--- config.mk ---
export PLATFORM = sky130hd
export DESIGN_NAME = ssf_status_bank
export DESIGN_NICKNAME = d
export VERILOG_FILES = /design/src/ssf_pkg.sv /design/src/ssf_rise_det.sv /design/src/ssf_dropout_det.sv /design/src/ssf_status_bank.sv
export SDC_FILE = /design/constraint.sdc
export NUM_CORES = 1
export LEC_CHECK = 0
export BUFFER_PORTS_ARGS = -buffer_cell sky130_fd_sc_hd__buf_2
export CAP_MARGIN = 15
export CORE_MARGIN = 2
export CORE_UTILIZATION = 62
export DETAILED_ROUTE_END_ITERATION = 7
export HOLD_SLACK_MARGIN = 0.15
export PLACE_DENSITY = 0.85
export SETUP_SLACK_MARGIN = 0.4
export SLEW_MARGIN = 20
export SYNTH_ARGS = -nofsm -noshare
export SYNTH_HDL_FRONTEND = slang
export SYNTH_HIERARCHICAL = 1
export SYNTH_SLANG_ARGS = --single-unit
export TNS_END_PERCENT = 5
--- constraint.sdc ---
create_clock -name sys_clk -period 11.49 [get_ports sys_clk]
set_input_delay 1.149 -clock sys_clk [delete_from_list [all_inputs] [get_ports sys_clk]]
set_output_delay 1.149 -clock sys_clk [all_outputs]
set_load 0.05 [all_outputs]
--- src/ssf_pkg.sv ---
package ssf_pkg;

  // ***************************************************************
  // Bus geometry
  // ***************************************************************
  localparam int          APB_AW          = 8;
  localparam int          APB_DW          = 32;
  localparam int          CLK_WORD_W      = 16;
  localparam int          CLK_WORDS       = 4;

  // ***************************************************************
  // Register byte offsets
  // ***************************************************************
  localparam logic [7:0]  OFS_STATUS      = 8'h00;
  localparam logic [7:0]  OFS_CONTROL     = 8'h04;
  localparam logic [7:0]  OFS_CLK_DATA0   = 8'h08;
  localparam logic [7:0]  OFS_CLK_DATA1   = 8'h0C;
  localparam logic [7:0]  OFS_CLK_DATA2   = 8'h10;
  localparam logic [7:0]  OFS_CLK_DATA3   = 8'h14;
  localparam logic [7:0]  OFS_WDT_CAUSE   = 8'h18;
  localparam logic [7:0]  OFS_TEST_ERR0   = 8'h1C;
  localparam logic [7:0]  OFS_TEST_ERR1   = 8'h20;

  // ***************************************************************
  // Status field positions
  // ***************************************************************
  localparam int          ST_CONST_OFF    = 0;
  localparam int          ST_CONST_ON     = 1;
  localparam int          ST_FUSE         = 2;
  localparam int          ST_DROPOUT      = 3;
  localparam int          ST_BAT_LIVE     = 4;
  localparam int          ST_BAT_LATCH    = 5;
  localparam int          ST_SELF_DIAG    = 6;
  localparam int          ST_DIAG         = 7;
  localparam int          ST_CLK_ERR      = 8;
  localparam int          ST_WDT          = 9;
  localparam int          ST_READY_DONE   = 10;
  localparam int          ST_TEST_ACT     = 11;
  localparam int          ST_FSTOP        = 12;
  localparam int          ST_TEST_ERR     = 13;

  // ***************************************************************
  // Control field positions and reset value
  // ***************************************************************
  localparam int          CT_CLK_SET      = 0;
  localparam int          CT_CLK_READ     = 1;
  localparam int          CT_ERR_RELEASE  = 2;
  localparam int          CT_CTRL_READY   = 3;
  localparam int          CT_EXT_BAT      = 4;
  localparam int          CT_W            = 5;
  localparam logic [4:0]  CONTROL_RST     = 5'h00;
  localparam logic [15:0] WORD_RST        = 16'h0000;

  // ***************************************************************
  // Timing
  // ***************************************************************
  localparam int          CLK_HZ          = 25_000_000;
  localparam int          AC_DROP_MS      = 20;
  localparam int          DC_DROP_MS      = 10;
  localparam int          AC_DROP_CYC     = AC_DROP_MS * (CLK_HZ / 1000);
  localparam int          DC_DROP_CYC     = DC_DROP_MS * (CLK_HZ / 1000);
  localparam int          DROP_CNT_W      = 20;

  // ***************************************************************
  // Bus response states
  // ***************************************************************
  typedef enum logic [1:0] {
    SSF_IDLE = 2'b00,
    SSF_WAIT = 2'b11,
    SSF_DONE = 2'b01
  } ssf_bus_st_t;

endpackage : ssf_pkg

--- src/ssf_rise_det.sv ---
`timescale 1ns/100ps
`default_nettype none

module ssf_rise_det #(
  parameter int WIDTH = 1
) (
  // Clock and reset
  input  wire logic             sys_clk,
  input  wire logic             srst,
  // Levels in, pulses out
  input  wire logic [WIDTH-1:0] level_in,
  output logic      [WIDTH-1:0] rise_out
);

  // ***************************************************************
  // Per-bit off-to-on detection
  // ***************************************************************
  genvar gi;
  generate
    for (gi = 0; gi < WIDTH; gi++) begin : g_bit
      logic prev_ff;
      always_ff @(posedge sys_clk) begin
        if (srst) begin
          prev_ff <= 1'b0;
        end else begin
          prev_ff <= level_in[gi];
        end
      end
      assign rise_out[gi] = level_in[gi] & ~prev_ff;
    end
  endgenerate

endmodule : ssf_rise_det

`default_nettype wire

--- src/ssf_dropout_det.sv ---
`timescale 1ns/100ps
`default_nettype none

module ssf_dropout_det #(
  parameter int AC_CYC = 500000,
  parameter int DC_CYC = 250000,
  parameter int CNT_W  = 20
) (
  // Clock and reset
  input  wire logic sys_clk,
  input  wire logic srst,
  // Supply monitor
  input  wire logic supply_ok,
  input  wire logic supply_is_dc,
  output logic      short_drop
);

  // ***************************************************************
  // Interruption length counter
  // ***************************************************************
  logic [CNT_W-1:0] low_cnt_ff;
  logic [CNT_W-1:0] limit;
  logic             was_low_ff;

  assign limit = supply_is_dc ? CNT_W'(DC_CYC) : CNT_W'(AC_CYC);

  always_ff @(posedge sys_clk) begin
    if (srst) begin
      low_cnt_ff <= '0;
      was_low_ff <= 1'b0;
    end else begin
      was_low_ff <= ~supply_ok;
      if (supply_ok) begin
        low_cnt_ff <= '0;
      end else if (low_cnt_ff != '1) begin
        low_cnt_ff <= low_cnt_ff + CNT_W'(1);
      end
    end
  end

  // Return of supply after a gap shorter than the limit
  assign short_drop = supply_ok & was_low_ff & (low_cnt_ff < limit);

endmodule : ssf_dropout_det

`default_nettype wire

--- src/ssf_status_bank.sv ---
// Summary of operation
// - Latch fuse flag on any blown output module
// - AC supply: gap under 20ms sets dropout
// - DC supply: gap under 10ms sets dropout
// - Live battery flag follows battery, drives lamp
// - Latched battery flag holds after recovery
// - Battery checked only with external battery selected
// - Latch self-diagnostic error flag
// - Latch general diagnostic error flag
// - Set request rise loads clock element when all digits are valid BCD
// - Clock data error updated on set request
// - Read request held copies clock as BCD
// - Constant on and off flags
// - Error reset rise releases error flags
// - Watchdog error flag and cause word stored
// - Watchdog error stops all axes immediately
// - Ready rise checks parameters, sets complete
// - Ready off clears complete flag
// - Test mode flag; failed request flags error
// - Forced stop flag refreshed per operation cycle
// - Test request error stores two detail words
//
// The implementer's own choices: the APB slave port and the register addresses.
`timescale 1ns/100ps
`default_nettype none

module ssf_status_bank
  import ssf_pkg::*;
#(
  parameter int N_OUT_MOD   = 8,
  parameter int AC_DROP_LIM = ssf_pkg::AC_DROP_CYC,
  parameter int DC_DROP_LIM = ssf_pkg::DC_DROP_CYC
) (
  // Clock and reset
  input  wire logic                           sys_clk,
  input  wire logic                           srst,
  // APB slave
  input  wire logic                           psel,
  input  wire logic                           penable,
  input  wire logic                           pwrite,
  input  wire logic [ssf_pkg::APB_AW-1:0]     paddr,
  input  wire logic [ssf_pkg::APB_DW-1:0]     pwdata,
  output logic      [ssf_pkg::APB_DW-1:0]     prdata,
  output logic                                pready,
  output logic                                pslverr,
  // Supply and battery
  input  wire logic [N_OUT_MOD-1:0]           fuse_blown_in,
  input  wire logic                           supply_ok,
  input  wire logic                           supply_is_dc,
  input  wire logic                           battery_low_in,
  // Diagnosis
  input  wire logic                           self_diag_err_in,
  input  wire logic                           diag_err_in,
  input  wire logic                           wdt_err_in,
  input  wire logic [ssf_pkg::CLK_WORD_W-1:0] wdt_cause_in,
  input  wire logic                           param_check_err_in,
  // Test mode from peripheral device
  input  wire logic                           test_req_in,
  input  wire logic                           test_ok_in,
  input  wire logic                           test_exit_in,
  input  wire logic [ssf_pkg::CLK_WORD_W-1:0] test_err0_in,
  input  wire logic [ssf_pkg::CLK_WORD_W-1:0] test_err1_in,
  // Operation cycle
  input  wire logic                           op_cycle_tick,
  input  wire logic                           forced_stop_in,
  // Outputs to the system
  output logic                                battery_indicator_lamp,
  output logic                                axis_stop,
  output logic                                error_release_pulse
);

  import ssf_pkg::*;

  // ***************************************************************
  // Declarations
  // ***************************************************************
  ssf_bus_st_t                         bus_st_ff;
  logic [APB_DW-1:0]                   prdata_ff;
  logic                                pslverr_ff;
  logic                                pready_ff;
  logic [CT_W-1:0]                     control_ff;
  logic [CLK_WORD_W-1:0]               clock_data_words [CLK_WORDS];
  logic [CLK_WORD_W-1:0]               calendar_ff [CLK_WORDS];
  logic [CLK_WORD_W-1:0]               watchdog_cause_word;
  logic [CLK_WORD_W-1:0]               test_mode_error_words [2];
  logic                                fuse_blown_flag;
  logic                                supply_dropout_flag;
  logic                                battery_low_live_flag;
  logic                                battery_low_latched_flag;
  logic                                self_diag_error_flag;
  logic                                diag_error_flag;
  logic                                clock_data_error_flag;
  logic                                proc_watchdog_error_flag;
  logic                                ready_complete_flag;
  logic                                test_mode_active_flag;
  logic                                forced_stop_input_flag;
  logic                                test_mode_request_error_flag;
  logic                                constant_on_flag;
  logic                                constant_off_flag;
  logic                                lamp_ff;
  logic                                axis_stop_ff;
  logic                                release_ff;
  logic                                wr_fire;
  logic                                rd_take;
  logic                                addr_ok;
  logic [APB_DW-1:0]                   rd_mux;
  logic [2:0]                          req_rise;
  logic                                clock_set_request;
  logic                                clock_read_request;
  logic                                error_release_request;
  logic                                controller_ready_input;
  logic                                set_rise;
  logic                                release_rise;
  logic                                ready_rise;
  logic                                short_drop;
  logic                                clk_data_valid;
  logic [CLK_WORDS*CLK_WORD_W-1:0]     clk_flat;
  logic [APB_DW-1:0]                   status_word;

  assign clock_set_request      = control_ff[CT_CLK_SET];
  assign clock_read_request     = control_ff[CT_CLK_READ];
  assign error_release_request  = control_ff[CT_ERR_RELEASE];
  assign controller_ready_input = control_ff[CT_CTRL_READY];

  // ***************************************************************
  // APB slave with one wait state
  // ***************************************************************
  assign wr_fire = psel & penable & pready & pwrite & addr_ok;
  assign rd_take = psel & penable & (bus_st_ff == SSF_IDLE);

  always_ff @(posedge sys_clk) begin
    if (srst) begin
      bus_st_ff  <= SSF_IDLE;
      prdata_ff  <= '0;
      pslverr_ff <= 1'b0;
      pready_ff  <= 1'b0;
    end else begin
      case (bus_st_ff)
        SSF_IDLE: begin
          if (rd_take) begin
            bus_st_ff  <= SSF_DONE;
            prdata_ff  <= pwrite ? '0 : rd_mux;
            pslverr_ff <= ~addr_ok;
            pready_ff  <= 1'b1;
          end
        end
        SSF_DONE: begin
          bus_st_ff  <= SSF_IDLE;
          prdata_ff  <= '0;
          pslverr_ff <= 1'b0;
          pready_ff  <= 1'b0;
        end
        default: begin
          bus_st_ff <= SSF_IDLE;
          pready_ff <= 1'b0;
        end
      endcase
    end
  end

  assign pready  = pready_ff;
  assign prdata  = prdata_ff;
  assign pslverr = pslverr_ff;

  // ***************************************************************
  // Address decode and read mux
  // ***************************************************************
  always_comb begin
    addr_ok = 1'b1;
    rd_mux  = '0;
    case (paddr)
      OFS_STATUS:    rd_mux = status_word;
      OFS_CONTROL:   rd_mux = {{(APB_DW-CT_W){1'b0}}, control_ff};
      OFS_CLK_DATA0: rd_mux = {16'h0000, clock_data_words[0]};
      OFS_CLK_DATA1: rd_mux = {16'h0000, clock_data_words[1]};
      OFS_CLK_DATA2: rd_mux = {16'h0000, clock_data_words[2]};
      OFS_CLK_DATA3: rd_mux = {16'h0000, clock_data_words[3]};
      OFS_WDT_CAUSE: rd_mux = {16'h0000, watchdog_cause_word};
      OFS_TEST_ERR0: rd_mux = {16'h0000, test_mode_error_words[0]};
      OFS_TEST_ERR1: rd_mux = {16'h0000, test_mode_error_words[1]};
      default:       addr_ok = 1'b0;
    endcase
  end

  always_comb begin
    status_word                = '0;
    status_word[ST_CONST_OFF]  = constant_off_flag;
    status_word[ST_CONST_ON]   = constant_on_flag;
    status_word[ST_FUSE]       = fuse_blown_flag;
    status_word[ST_DROPOUT]    = supply_dropout_flag;
    status_word[ST_BAT_LIVE]   = battery_low_live_flag;
    status_word[ST_BAT_LATCH]  = battery_low_latched_flag;
    status_word[ST_SELF_DIAG]  = self_diag_error_flag;
    status_word[ST_DIAG]       = diag_error_flag;
    status_word[ST_CLK_ERR]    = clock_data_error_flag;
    status_word[ST_WDT]        = proc_watchdog_error_flag;
    status_word[ST_READY_DONE] = ready_complete_flag;
    status_word[ST_TEST_ACT]   = test_mode_active_flag;
    status_word[ST_FSTOP]      = forced_stop_input_flag;
    status_word[ST_TEST_ERR]   = test_mode_request_error_flag;
  end

  // ***************************************************************
  // Control register
  // ***************************************************************
  always_ff @(posedge sys_clk) begin
    if (srst) begin
      control_ff <= CONTROL_RST;
    end else if (wr_fire && paddr == OFS_CONTROL) begin
      control_ff <= pwdata[CT_W-1:0];
    end
  end

  // ***************************************************************
  // Request edge detection
  // ***************************************************************
  ssf_rise_det #(
    .WIDTH (3)
  ) u_req_rise (
    .sys_clk  (sys_clk),
    .srst     (srst),
    .level_in ({controller_ready_input, error_release_request, clock_set_request}),
    .rise_out (req_rise)
  );

  assign set_rise     = req_rise[0];
  assign release_rise = req_rise[1];
  assign ready_rise   = req_rise[2];

  // ***************************************************************
  // Supply dropout detection
  // ***************************************************************
  ssf_dropout_det #(
    .AC_CYC (AC_DROP_LIM),
    .DC_CYC (DC_DROP_LIM),
    .CNT_W  (DROP_CNT_W)
  ) u_drop (
    .sys_clk      (sys_clk),
    .srst         (srst),
    .supply_ok    (supply_ok),
    .supply_is_dc (supply_is_dc),
    .short_drop   (short_drop)
  );

  always_ff @(posedge sys_clk) begin
    if (srst) begin
      fuse_blown_flag     <= 1'b0;
      supply_dropout_flag <= 1'b0;
    end else begin
      if (|fuse_blown_in) begin
        fuse_blown_flag <= 1'b1;
      end
      if (short_drop) begin
        supply_dropout_flag <= 1'b1;
      end
    end
  end

  // ***************************************************************
  // Battery monitoring
  // ***************************************************************
  always_ff @(posedge sys_clk) begin
    if (srst) begin
      battery_low_live_flag    <= 1'b0;
      battery_low_latched_flag <= 1'b0;
      lamp_ff                  <= 1'b0;
    end else if (control_ff[CT_EXT_BAT]) begin
      battery_low_live_flag <= battery_low_in;
      lamp_ff               <= battery_low_in;
      if (battery_low_in) begin
        battery_low_latched_flag <= 1'b1;
      end
    end
  end

  assign battery_indicator_lamp = lamp_ff;

  // ***************************************************************
  // Diagnostic error flags, error release
  // ***************************************************************
  always_ff @(posedge sys_clk) begin
    if (srst) begin
      self_diag_error_flag     <= 1'b0;
      diag_error_flag          <= 1'b0;
      proc_watchdog_error_flag <= 1'b0;
      watchdog_cause_word      <= WORD_RST;
      release_ff               <= 1'b0;
    end else begin
      release_ff <= release_rise;
      if (self_diag_err_in) begin
        self_diag_error_flag <= 1'b1;
      end else if (release_rise) begin
        self_diag_error_flag <= 1'b0;
      end
      if (diag_err_in) begin
        diag_error_flag <= 1'b1;
      end else if (release_rise) begin
        diag_error_flag <= 1'b0;
      end
      if (wdt_err_in) begin
        proc_watchdog_error_flag <= 1'b1;
        watchdog_cause_word      <= wdt_cause_in;
      end else if (release_rise) begin
        proc_watchdog_error_flag <= 1'b0;
      end
    end
  end

  assign error_release_pulse = release_ff;

  // ***************************************************************
  // Immediate axis stop
  // ***************************************************************
  always_ff @(posedge sys_clk) begin
    if (srst) begin
      axis_stop_ff <= 1'b0;
    end else begin
      axis_stop_ff <= wdt_err_in | proc_watchdog_error_flag;
    end
  end

  assign axis_stop = axis_stop_ff;

  // ***************************************************************
  // Clock data words and calendar element
  // ***************************************************************
  genvar gw;
  generate
    for (gw = 0; gw < CLK_WORDS; gw++) begin : g_clk
      assign clk_flat[gw*CLK_WORD_W +: CLK_WORD_W] = clock_data_words[gw];
      always_ff @(posedge sys_clk) begin
        if (srst) begin
          clock_data_words[gw] <= WORD_RST;
          calendar_ff[gw]      <= WORD_RST;
        end else begin
          if (clock_read_request) begin
            clock_data_words[gw] <= calendar_ff[gw];
          end else if (wr_fire && paddr == OFS_CLK_DATA0 + 8'(4 * gw)) begin
            clock_data_words[gw] <= pwdata[CLK_WORD_W-1:0];
          end
          if (set_rise && clk_data_valid) begin
            calendar_ff[gw] <= clock_data_words[gw];
          end
        end
      end
    end
  endgenerate

  // All nibbles must be decimal digits
  always_comb begin
    clk_data_valid = 1'b1;
    for (int i = 0; i < CLK_WORDS * CLK_WORD_W / 4; i++) begin
      if (clk_flat[i*4 +: 4] > 4'h9) begin
        clk_data_valid = 1'b0;
      end
    end
  end

  always_ff @(posedge sys_clk) begin
    if (srst) begin
      clock_data_error_flag <= 1'b0;
    end else if (set_rise) begin
      clock_data_error_flag <= ~clk_data_valid;
    end else if (release_rise) begin
      clock_data_error_flag <= 1'b0;
    end
  end

  // ***************************************************************
  // Constant flags
  // ***************************************************************
  always_ff @(posedge sys_clk) begin
    if (srst) begin
      constant_on_flag  <= 1'b0;
      constant_off_flag <= 1'b0;
    end else begin
      constant_on_flag  <= 1'b1;
      constant_off_flag <= 1'b0;
    end
  end

  // ***************************************************************
  // Controller ready handshake
  // ***************************************************************
  always_ff @(posedge sys_clk) begin
    if (srst) begin
      ready_complete_flag <= 1'b0;
    end else if (!controller_ready_input) begin
      ready_complete_flag <= 1'b0;
    end else if (ready_rise && !param_check_err_in) begin
      ready_complete_flag <= 1'b1;
    end
  end

  // ***************************************************************
  // Test mode
  // ***************************************************************
  always_ff @(posedge sys_clk) begin
    if (srst) begin
      test_mode_active_flag        <= 1'b0;
      test_mode_request_error_flag <= 1'b0;
      test_mode_error_words[0]     <= WORD_RST;
      test_mode_error_words[1]     <= WORD_RST;
    end else begin
      if (test_req_in && test_ok_in) begin
        test_mode_active_flag <= 1'b1;
      end else if (test_exit_in) begin
        test_mode_active_flag <= 1'b0;
      end
      if (test_req_in && !test_ok_in) begin
        test_mode_request_error_flag <= 1'b1;
        test_mode_error_words[0]     <= test_err0_in;
        test_mode_error_words[1]     <= test_err1_in;
      end else if (release_rise) begin
        test_mode_request_error_flag <= 1'b0;
      end
    end
  end

  // ***************************************************************
  // Forced stop sampling
  // ***************************************************************
  always_ff @(posedge sys_clk) begin
    if (srst) begin
      forced_stop_input_flag <= 1'b0;
    end else if (op_cycle_tick) begin
      forced_stop_input_flag <= forced_stop_in;
    end
  end

endmodule : ssf_status_bank

`default_nettype wire

==> run metrics, run 1 <==
status=finished, final reports clean; largest net degree at the start of global routing=72; cts repair resizes=0; worst reg2reg path depth=5; CTS root buf=clkbuf_16; Synth-to-Final Area Change=13.42%; Worst Hold Depth=2; CTS Buffer Depth=3; number of fill cells=1182; placed cell count=1210; Crit Path Max Fanout=34; FP Rows=49; Layout Utilization=0.7118; Final Net Count=1129; maximum vdd drop=0.2150 mV; Critical Path RT=11630 ps; area of the core=17840 um2; CTS Buf Count=25; Post-Syn Area=11200 um2; drt wl/cell=23.86 um; final hold vios=0; Warnings, synthesis=6; GR Util met1=0.4215; post-synth top area share=0.4291; final worst path period share=0.3333; fraction of registers with async set/reset=0; CP max stage cell=nand2b_1; Post-CTS Hold Fix Bufs=0; register bit total from synthesis=238; count of final setup violators=0; Ports=150; Die Ht=138.4 um; worst path cell trace=buf_2 > nor4b_4 > nand4_1 > nor4_4 > buf_4 > nand2b_1; Crit. End Element=register; cells after synthesis=924; register area=6366 um2; CTS Sinks=238; starting density of the core=0.6275; Post-synth EDFFs=160; Hold Crit Class=register to register; Leak=4.706 nW; Slew @ Worst Pin=1065 ps; clk slew on worst S/H paths=60 ps; Setup CP Type=input port to register; Antenna diodes=0; gr busiest metal=met2; placed inst area=11800 um2; DP HPWL=19620 um; max_cap viols=0; DR vias/cell=6.708; area of the multi-input gates=4413 um2; met2 usage=0.4792; Fmax=0.2611 GHz; drt initial violations=1192; setup_tns=0 ps; post-synthesis sequential area ratio=0.5686; share of post-route cells with drive strength above 1=0.2086; fin cells=1255; Placer Congestion=0.9921; Routed WL=29940 um; synth top area cells=edfxtp_1, dfxtp_1, a22o_1; number of global-route vias before repair=8033; first-pass GRT wire length=46000 um; GR Util All Layers=0.3046; unrepaired setup endpoints after global routing=no; H-tree levels=1; post-synth cell types=73; Initial DRT Pass Iterations=7; area leader, netlist=edfxtp_1; Slew headroom=0.2895; Power Dens Cells=155.2 nW/um2; die area=19150 um2; DRC viols=0; Worst setup SP type=input port; clk_lat worst skew=520 ps; Die X=138.4 um; crit path time final=3829 ps; max incr delay on CP=710 ps; CP arrival=3970 ps; worst hold slack=469.3 ps; final clock skew=16.54 ps; post-route cell area=12700 um2; postcts setup bufs=0; routed via count=8418; Final Max Slew Viols=0; GR Overflow Total=0; Post-Syn Area per Cell=12.12 um2; Port Buf Inserts=117; Post-synth top flop=edfxtp_1; Final ANT Viol Nets=0; met3 global-route usage=0.06512; CTS tree=built; initial antenna violation count=0
## synthesized netlist by cell type (4+ instances only)
master,count
a211oi_1,11
a21o_1,4
a21oi_1,26
a22o_1,74
a22oi_1,10
a32oi_1,7
and2_1,34
and3_1,6
buf_1,10
buf_2,13
buf_4,19
buf_6,4
clkbuf_1,41
dfxtp_1,78
edfxtp_1,160
ha_1,8
inv_1,14
mux2_2,10
mux2i_1,48
nand2_1,34
nand3_1,15
nand3b_1,15
nand4_1,7
nor2_1,52
nor2b_1,11
nor3_1,15
nor4_1,9
nor4b_1,62
o211ai_1,4
o21ai_0,35
o2bb2ai_1,7
xnor2_1,15
## per-stage QoR
step                      total power [W]  worst slack, ps
final                            0.001970             7661
after floorplan                  0.001057             4847
after global placement           0.001104             7197
after CTS                        0.001971             7746
after detailed placement         0.001106             7224
after global routing             0.002014             7538
## cells in the final DEF, fill, tap and decap left out, types with 5 or more instances in the layout
| cell type | instances |
|---|---|
| edfxtp_1 | 160 |
| buf_2 | 116 |
| dfxtp_1 | 78 |
| a22o_1 | 74 |
| nor4b_1 | 62 |
| nor2_1 | 51 |
| mux2i_1 | 48 |
| nand2_1 | 34 |
| and2_1 | 34 |
| o21ai_0 | 32 |
| a21oi_1 | 26 |
| clkbuf_16 | 25 |
| conb_1 | 16 |
| nand3b_1 | 15 |
| nor3_1 | 15 |
| xnor2_1 | 15 |
| inv_1 | 14 |
| nand3_1 | 14 |
| buf_4 | 14 |
| nor2b_1 | 10 |
| a22oi_1 | 10 |
| a211oi_1 | 10 |
| mux2_2 | 10 |
| nor4_1 | 9 |
| ha_1 | 8 |
| nand4_1 | 7 |
| o2bb2ai_1 | 7 |
| a32oi_1 | 7 |
| and3_1 | 6 |
| bufinv_16 | 6 |
| clkbuf_1 | 5 |
## power by group
part	leakage, nW	switching [W]	internal [W]
combinational	1.99	0.0000871	0.0000411
sequential	2.29	0.0000208	0.000944
clock	0.429	0.000330	0.000548
total	4.71	0.000438	0.00153
## critical path: cells and delay by family
| family | cells | cell delay, ps |
|---|---|---|
| simple gates | 4 | 1900 |
| buf+inv | 2 | 890 |
## final cells by class
type | count | share of cell area
sequential | 238 | 0.5013
multi-input combinational | 599 | 0.3475
timing repair buffer | 130 | 0.05400
clock buffer | 32 | 0.05291
tap | 229 | 0.02256
clock inverter | 13 | 0.01754
inverter | 14 | 0.004138
## routing by layer
layer	wire [um]	part of all wire	vias to the layer above
met3	3401	0.11	79
met5	0	0	-
met1	11590	0.39	4072
met2	13810	0.46	569
met4	1141	0.038	0
li1	-	-	3698
## logic make-up (layout without fill, tap and decap cells)
logic type,after synthesis,after routing,synth area share
other cells,1,16,0.0003349
buf+inv,102,189,0.04560
flops,238,238,0.5686
mux,62,62,0.06035
fa+ha+maj,8,8,0.008941
compound gates,201,201,0.1328
simple gates,296,296,0.1709
xor+xnor,16,16,0.01252
## final timing paths
| path | from | end | slack (ps) |
|---|---|---|---|
| worst max-delay path | paddr[4] | clock_data_words[2][7] | 7660 |
| worst min-delay path | prdata[14] | prdata[14] | 470 |
| worst max register to register | clock_data_words[1][14] | calendar_ff[0][5] | 8640 |
| worst min register to register | prdata[14] | prdata[14] | 470 |
## state kept, by name, indices dropped and copies added, names as in the netlist, 3 cells and up
signal and count:
calendar_ff 64, clock_data_words 64, test_mode_error_words 32, u_drop/low_cnt_ff 20, prdata 16, watchdog_cause_word 16
control_ff 5, u_req_rise/g_bit.prev_ff 3
Note: power is estimated with default switching activity, not from simulation.
==> run 2: changes to the inputs <==
- ABC_AREA: default -> 1
- CORE_UTILIZATION: 62 -> 53
- PLACE_DENSITY: 0.85 -> 0.77
- clock period: 11.49 -> 3.1 ns (I/O delays scaled with it)
==> run 2 against run 1 <==
  * Utilization is 6.3 points lower
  * Global-route usage shrank 3.0 points
  * Cell area rose by 11%
  * Total power rose to 3.6 times the previous value
  * Sequential cell count unchanged
  * Critical endpoint is now calendar_ff[3][14]
==> run metrics, run 2 <==
status=finished, final reports clean (unchanged); cells after synthesis=1403 (was 924); drt wl/cell=17.27 um (was 23.86 um); Synth-to-Final Area Change=20.21% (was 13.42%); most common cell in the synthesized netlist=nor2_1 (was edfxtp_1); Warnings, synthesis=6 (unchanged); CTS Sinks=238 (unchanged); Setup CP Type=register to register (was input port to register); share of post-route cells with drive strength above 1=0.1446 (was 0.2086); max incr delay on CP=450 ps (was 710 ps); Slew headroom=0.4628 (was 0.2895); CTS Buf Count=25 (unchanged); Die X=152.8 um (was 138.4 um); Slew @ Worst Pin=805.0 ps (was 1065 ps); CTS root buf=clkbuf_16 (unchanged); Fmax=0.4161 GHz; Die Ht=152.8 um (was 138.4 um); register area=6366 um2 (unchanged); Power Dens Cells=508.7 nW/um2 (was 155.2 nW/um2); most common cell after layout, fill and taps aside=nor2_1 (was edfxtp_1); unrepaired setup endpoints after global routing=no (unchanged); area of the core=21760 um2 (was 17840 um2); DP HPWL=21770 um (was 19620 um); setup slack, reg-to-reg=700 ps (was 8640 ps); Layout Utilization=0.6486 (was 0.7118); worst path cell trace=o21ai_0 > nand2_1 > nor2_1 > nand2_1 > nor2_1 > nand3_2 > buf_12 > nor2_1 (was buf_2 > nor4b_4 > nand4_1 > nor4_4 > buf_4 > nand2b_1); fraction of registers with async set/reset=0 (unchanged); Placer Congestion=0.9165 (was 0.9921); starting density of the core=0.5396 (was 0.6275); number of fill cells=1745 (was 1182); Final Net Count=1707 (was 1129); post-synth top area share=0.4093 (was 0.4291); maximum vdd drop=0.4152 mV (was 0.2150 mV); Post-synth EDFFs=160 (unchanged); post-synthesis sequential area ratio=0.5423 (was 0.5686); Initial DRT Pass Iterations=5 (was 7); most frequent CP cell=nor2_1; Crit. End Element=register (unchanged); count of final setup violators=0 (unchanged); Crit. Startpoint=clock_data_words[1][6] (was paddr[4]); Post-Syn Area per Cell=8.367 um2 (was 12.12 um2); largest net degree at the start of global routing=43 (was 72); Final ANT Viol Nets=0 (unchanged); Routed WL=32530 um (was 29940 um); top flop regs=calendar_ff (64), clock_data_words (64), test_mode_error_words (32) (unchanged); synth top area cells=edfxtp_1, dfxtp_1, nor2_1 (was edfxtp_1, dfxtp_1, a22o_1); max_cap viols=0 (unchanged); DRC viols=0 (unchanged); Worst setup SP type=register (was input port); post-synth cell types=41 (was 73); CTS Buffer Depth=3 (unchanged); FP Rows=54 (was 49); number of global-route vias before repair=9655 (was 8033); clk_lat worst skew=520 ps (about the same); final clock skew=7.886 ps (was 16.54 ps); first-pass GRT wire length=50940 um (was 46000 um); Port Buf Inserts=117 (unchanged); routed via count=9954 (was 8418); reg2reg start=clock_data_words[1][6] (was clock_data_words[1][14]); final hold vios=0 (unchanged); Ports=150 (unchanged); DR vias/cell=5.283 (was 6.708); Hold Crit Class=input port to register (was register to register); Antenna diodes=0 (unchanged); Critical Path RT=3470 ps (was 11630 ps); drt initial violations=1134 (was 1192); commonest cells after routing, fill and taps aside=nor2_1, nand2_1, inv_1 (was edfxtp_1, buf_2, dfxtp_1); Crit Path Max Fanout=42 (was 34); crit path time final=2403 ps; CP max stage cell=nand3_2 (was nand2b_1); Final Max Slew Viols=0 (unchanged); final worst path period share=0.7753; worst reg2reg path depth=8 (was 5); GR Util All Layers=0.2743 (was 0.3046); Leak=6.469 nW (was 4.706 nW); GR Overflow Total=0 (unchanged); die area=23360 um2 (was 19150 um2); clk slew on worst S/H paths=60 ps (about the same); setup_tns=0 ps (unchanged); Critical Path Sink=calendar_ff[3][14] (was clock_data_words[2][7]); area leader, netlist=edfxtp_1 (unchanged); most frequent cells after synthesis=nor2_1, nand2_1, inv_1 (was edfxtp_1, dfxtp_1, a22o_1); capturing point of the worst reg2reg path=calendar_ff[3][14] (was calendar_ff[0][5]); CP arrival=2770 ps (was 3970 ps); area of the multi-input gates=4223 um2 (was 4413 um2); Post-Syn Area=11740 um2 (was 11200 um2); CTS tree=built (unchanged); Post-synth top flop=edfxtp_1 (unchanged); H-tree levels=1 (unchanged); initial antenna violation count=0 (unchanged); cts repair resizes=0 (unchanged); register bit total from synthesis=238 (unchanged)
run 2: cell count changes after synthesis, moves of 48 or more:
cell	previous run	this run
nor2_1	52	288
mux2i_1	48	0
nor4b_1	62	0
a22o_1	74	0
nand2_1	34	283
inv_1	14	223
run 2: metrics by stage:
step / setup slack [ps] / power [W] / hold slack, ps / instances / instance area, um2
2_1_floorplan: 661.2 / 0.003842 / 382.4 / 1418 / 11800
3_3_place_gp: 752.1 / 0.003994 / 437.1 / 1778 / 12630
3_5_place_dp: 662.0 / 0.004004 / 439.5 / 1778 / 12630
4_1_cts: 714.5 / 0.007171 / 206.6 / 1884 / 14110
5_1_grt: 564.1 / 0.007351 / 214.3 / 1884 / 14110
6_report: 696.6 / 0.007178 / 211.4 / 1884 / 14110
run 2: area by class of cell:
cell class,count,area share
inverter,235,0.06287
multi-input combinational,886,0.2993
clock inverter,13,0.009842
clock buffer,32,0.05205
sequential,238,0.4511
tap,280,0.02483
timing repair buffer,200,0.1000
run 2: cell families (layout without fill, tap and decap cells):
| family | count (synthesis) | count (layout) | synth area share |
|---|---|---|---|
| simple gates | 706 | 706 | 0.2630 |
| buf+inv | 294 | 480 | 0.1034 |
| flops | 238 | 238 | 0.5423 |
| compound gates | 145 | 145 | 0.07429 |
| xor+xnor | 11 | 11 | 0.008207 |
| fa+ha+maj | 8 | 8 | 0.008527 |
| other cells | 1 | 16 | 0.0003195 |
run 2: how the worst min path moves through the flow:
| stage | start | to | slack, ps | depth (start not counted) |
|---|---|---|---|---|
| floorplan | srst | u_req_rise/g_bit[0].prev_ff | 380 | 1 |
| global placement | prdata[2] | prdata[2] | 440 | 2 |
| detailed placement | prdata[6] | prdata[6] | 440 | 2 |
| CTS | pwdata[7] | clock_data_words[1][7] | 210 | 3 |
| global route | pwdata[7] | clock_data_words[1][7] | 210 | 3 |
| finish | pwdata[7] | clock_data_words[1][7] | 210 | 3 |
run 2: worst max-delay path: cells and delay by family (launching register included):
family	cells	cell delay (ps)
and+or+nand+nor	6	1010
DFF	1	420
AOI/OAI and AO/OA	1	430
buffers and inverters	1	380
run 2: metal layers:
metal / vias up / wire, um / part of all wire / global-route usage
li1: 4771 / - / - / -
met1: 4638 / 13300 / 0.41 / 0.3722
met2: 474 / 15340 / 0.47 / 0.4557
met3: 71 / 2914 / 0.090 / 0.04565
met4: 0 / 974 / 0.030 / 0.08377
met5: - / 0 / 0 / 0
run 2: what timing repair did:
item | CTS | global route
hold buffers | 61 | 0
buffers inserted | 0 | 0
hold endpoints to repair | 62 | 0
run 2: where the power goes:
| part | switching, W | leakage (nW) | internal [W] |
|---|---|---|---|
| Sequential | 0.0000519 | 2.28 | 0.00350 |
| Clock | 0.00125 | 0.428 | 0.00192 |
| Combinational | 0.000307 | 3.76 | 0.000157 |
| Total | 0.00161 | 6.47 | 0.00557 |
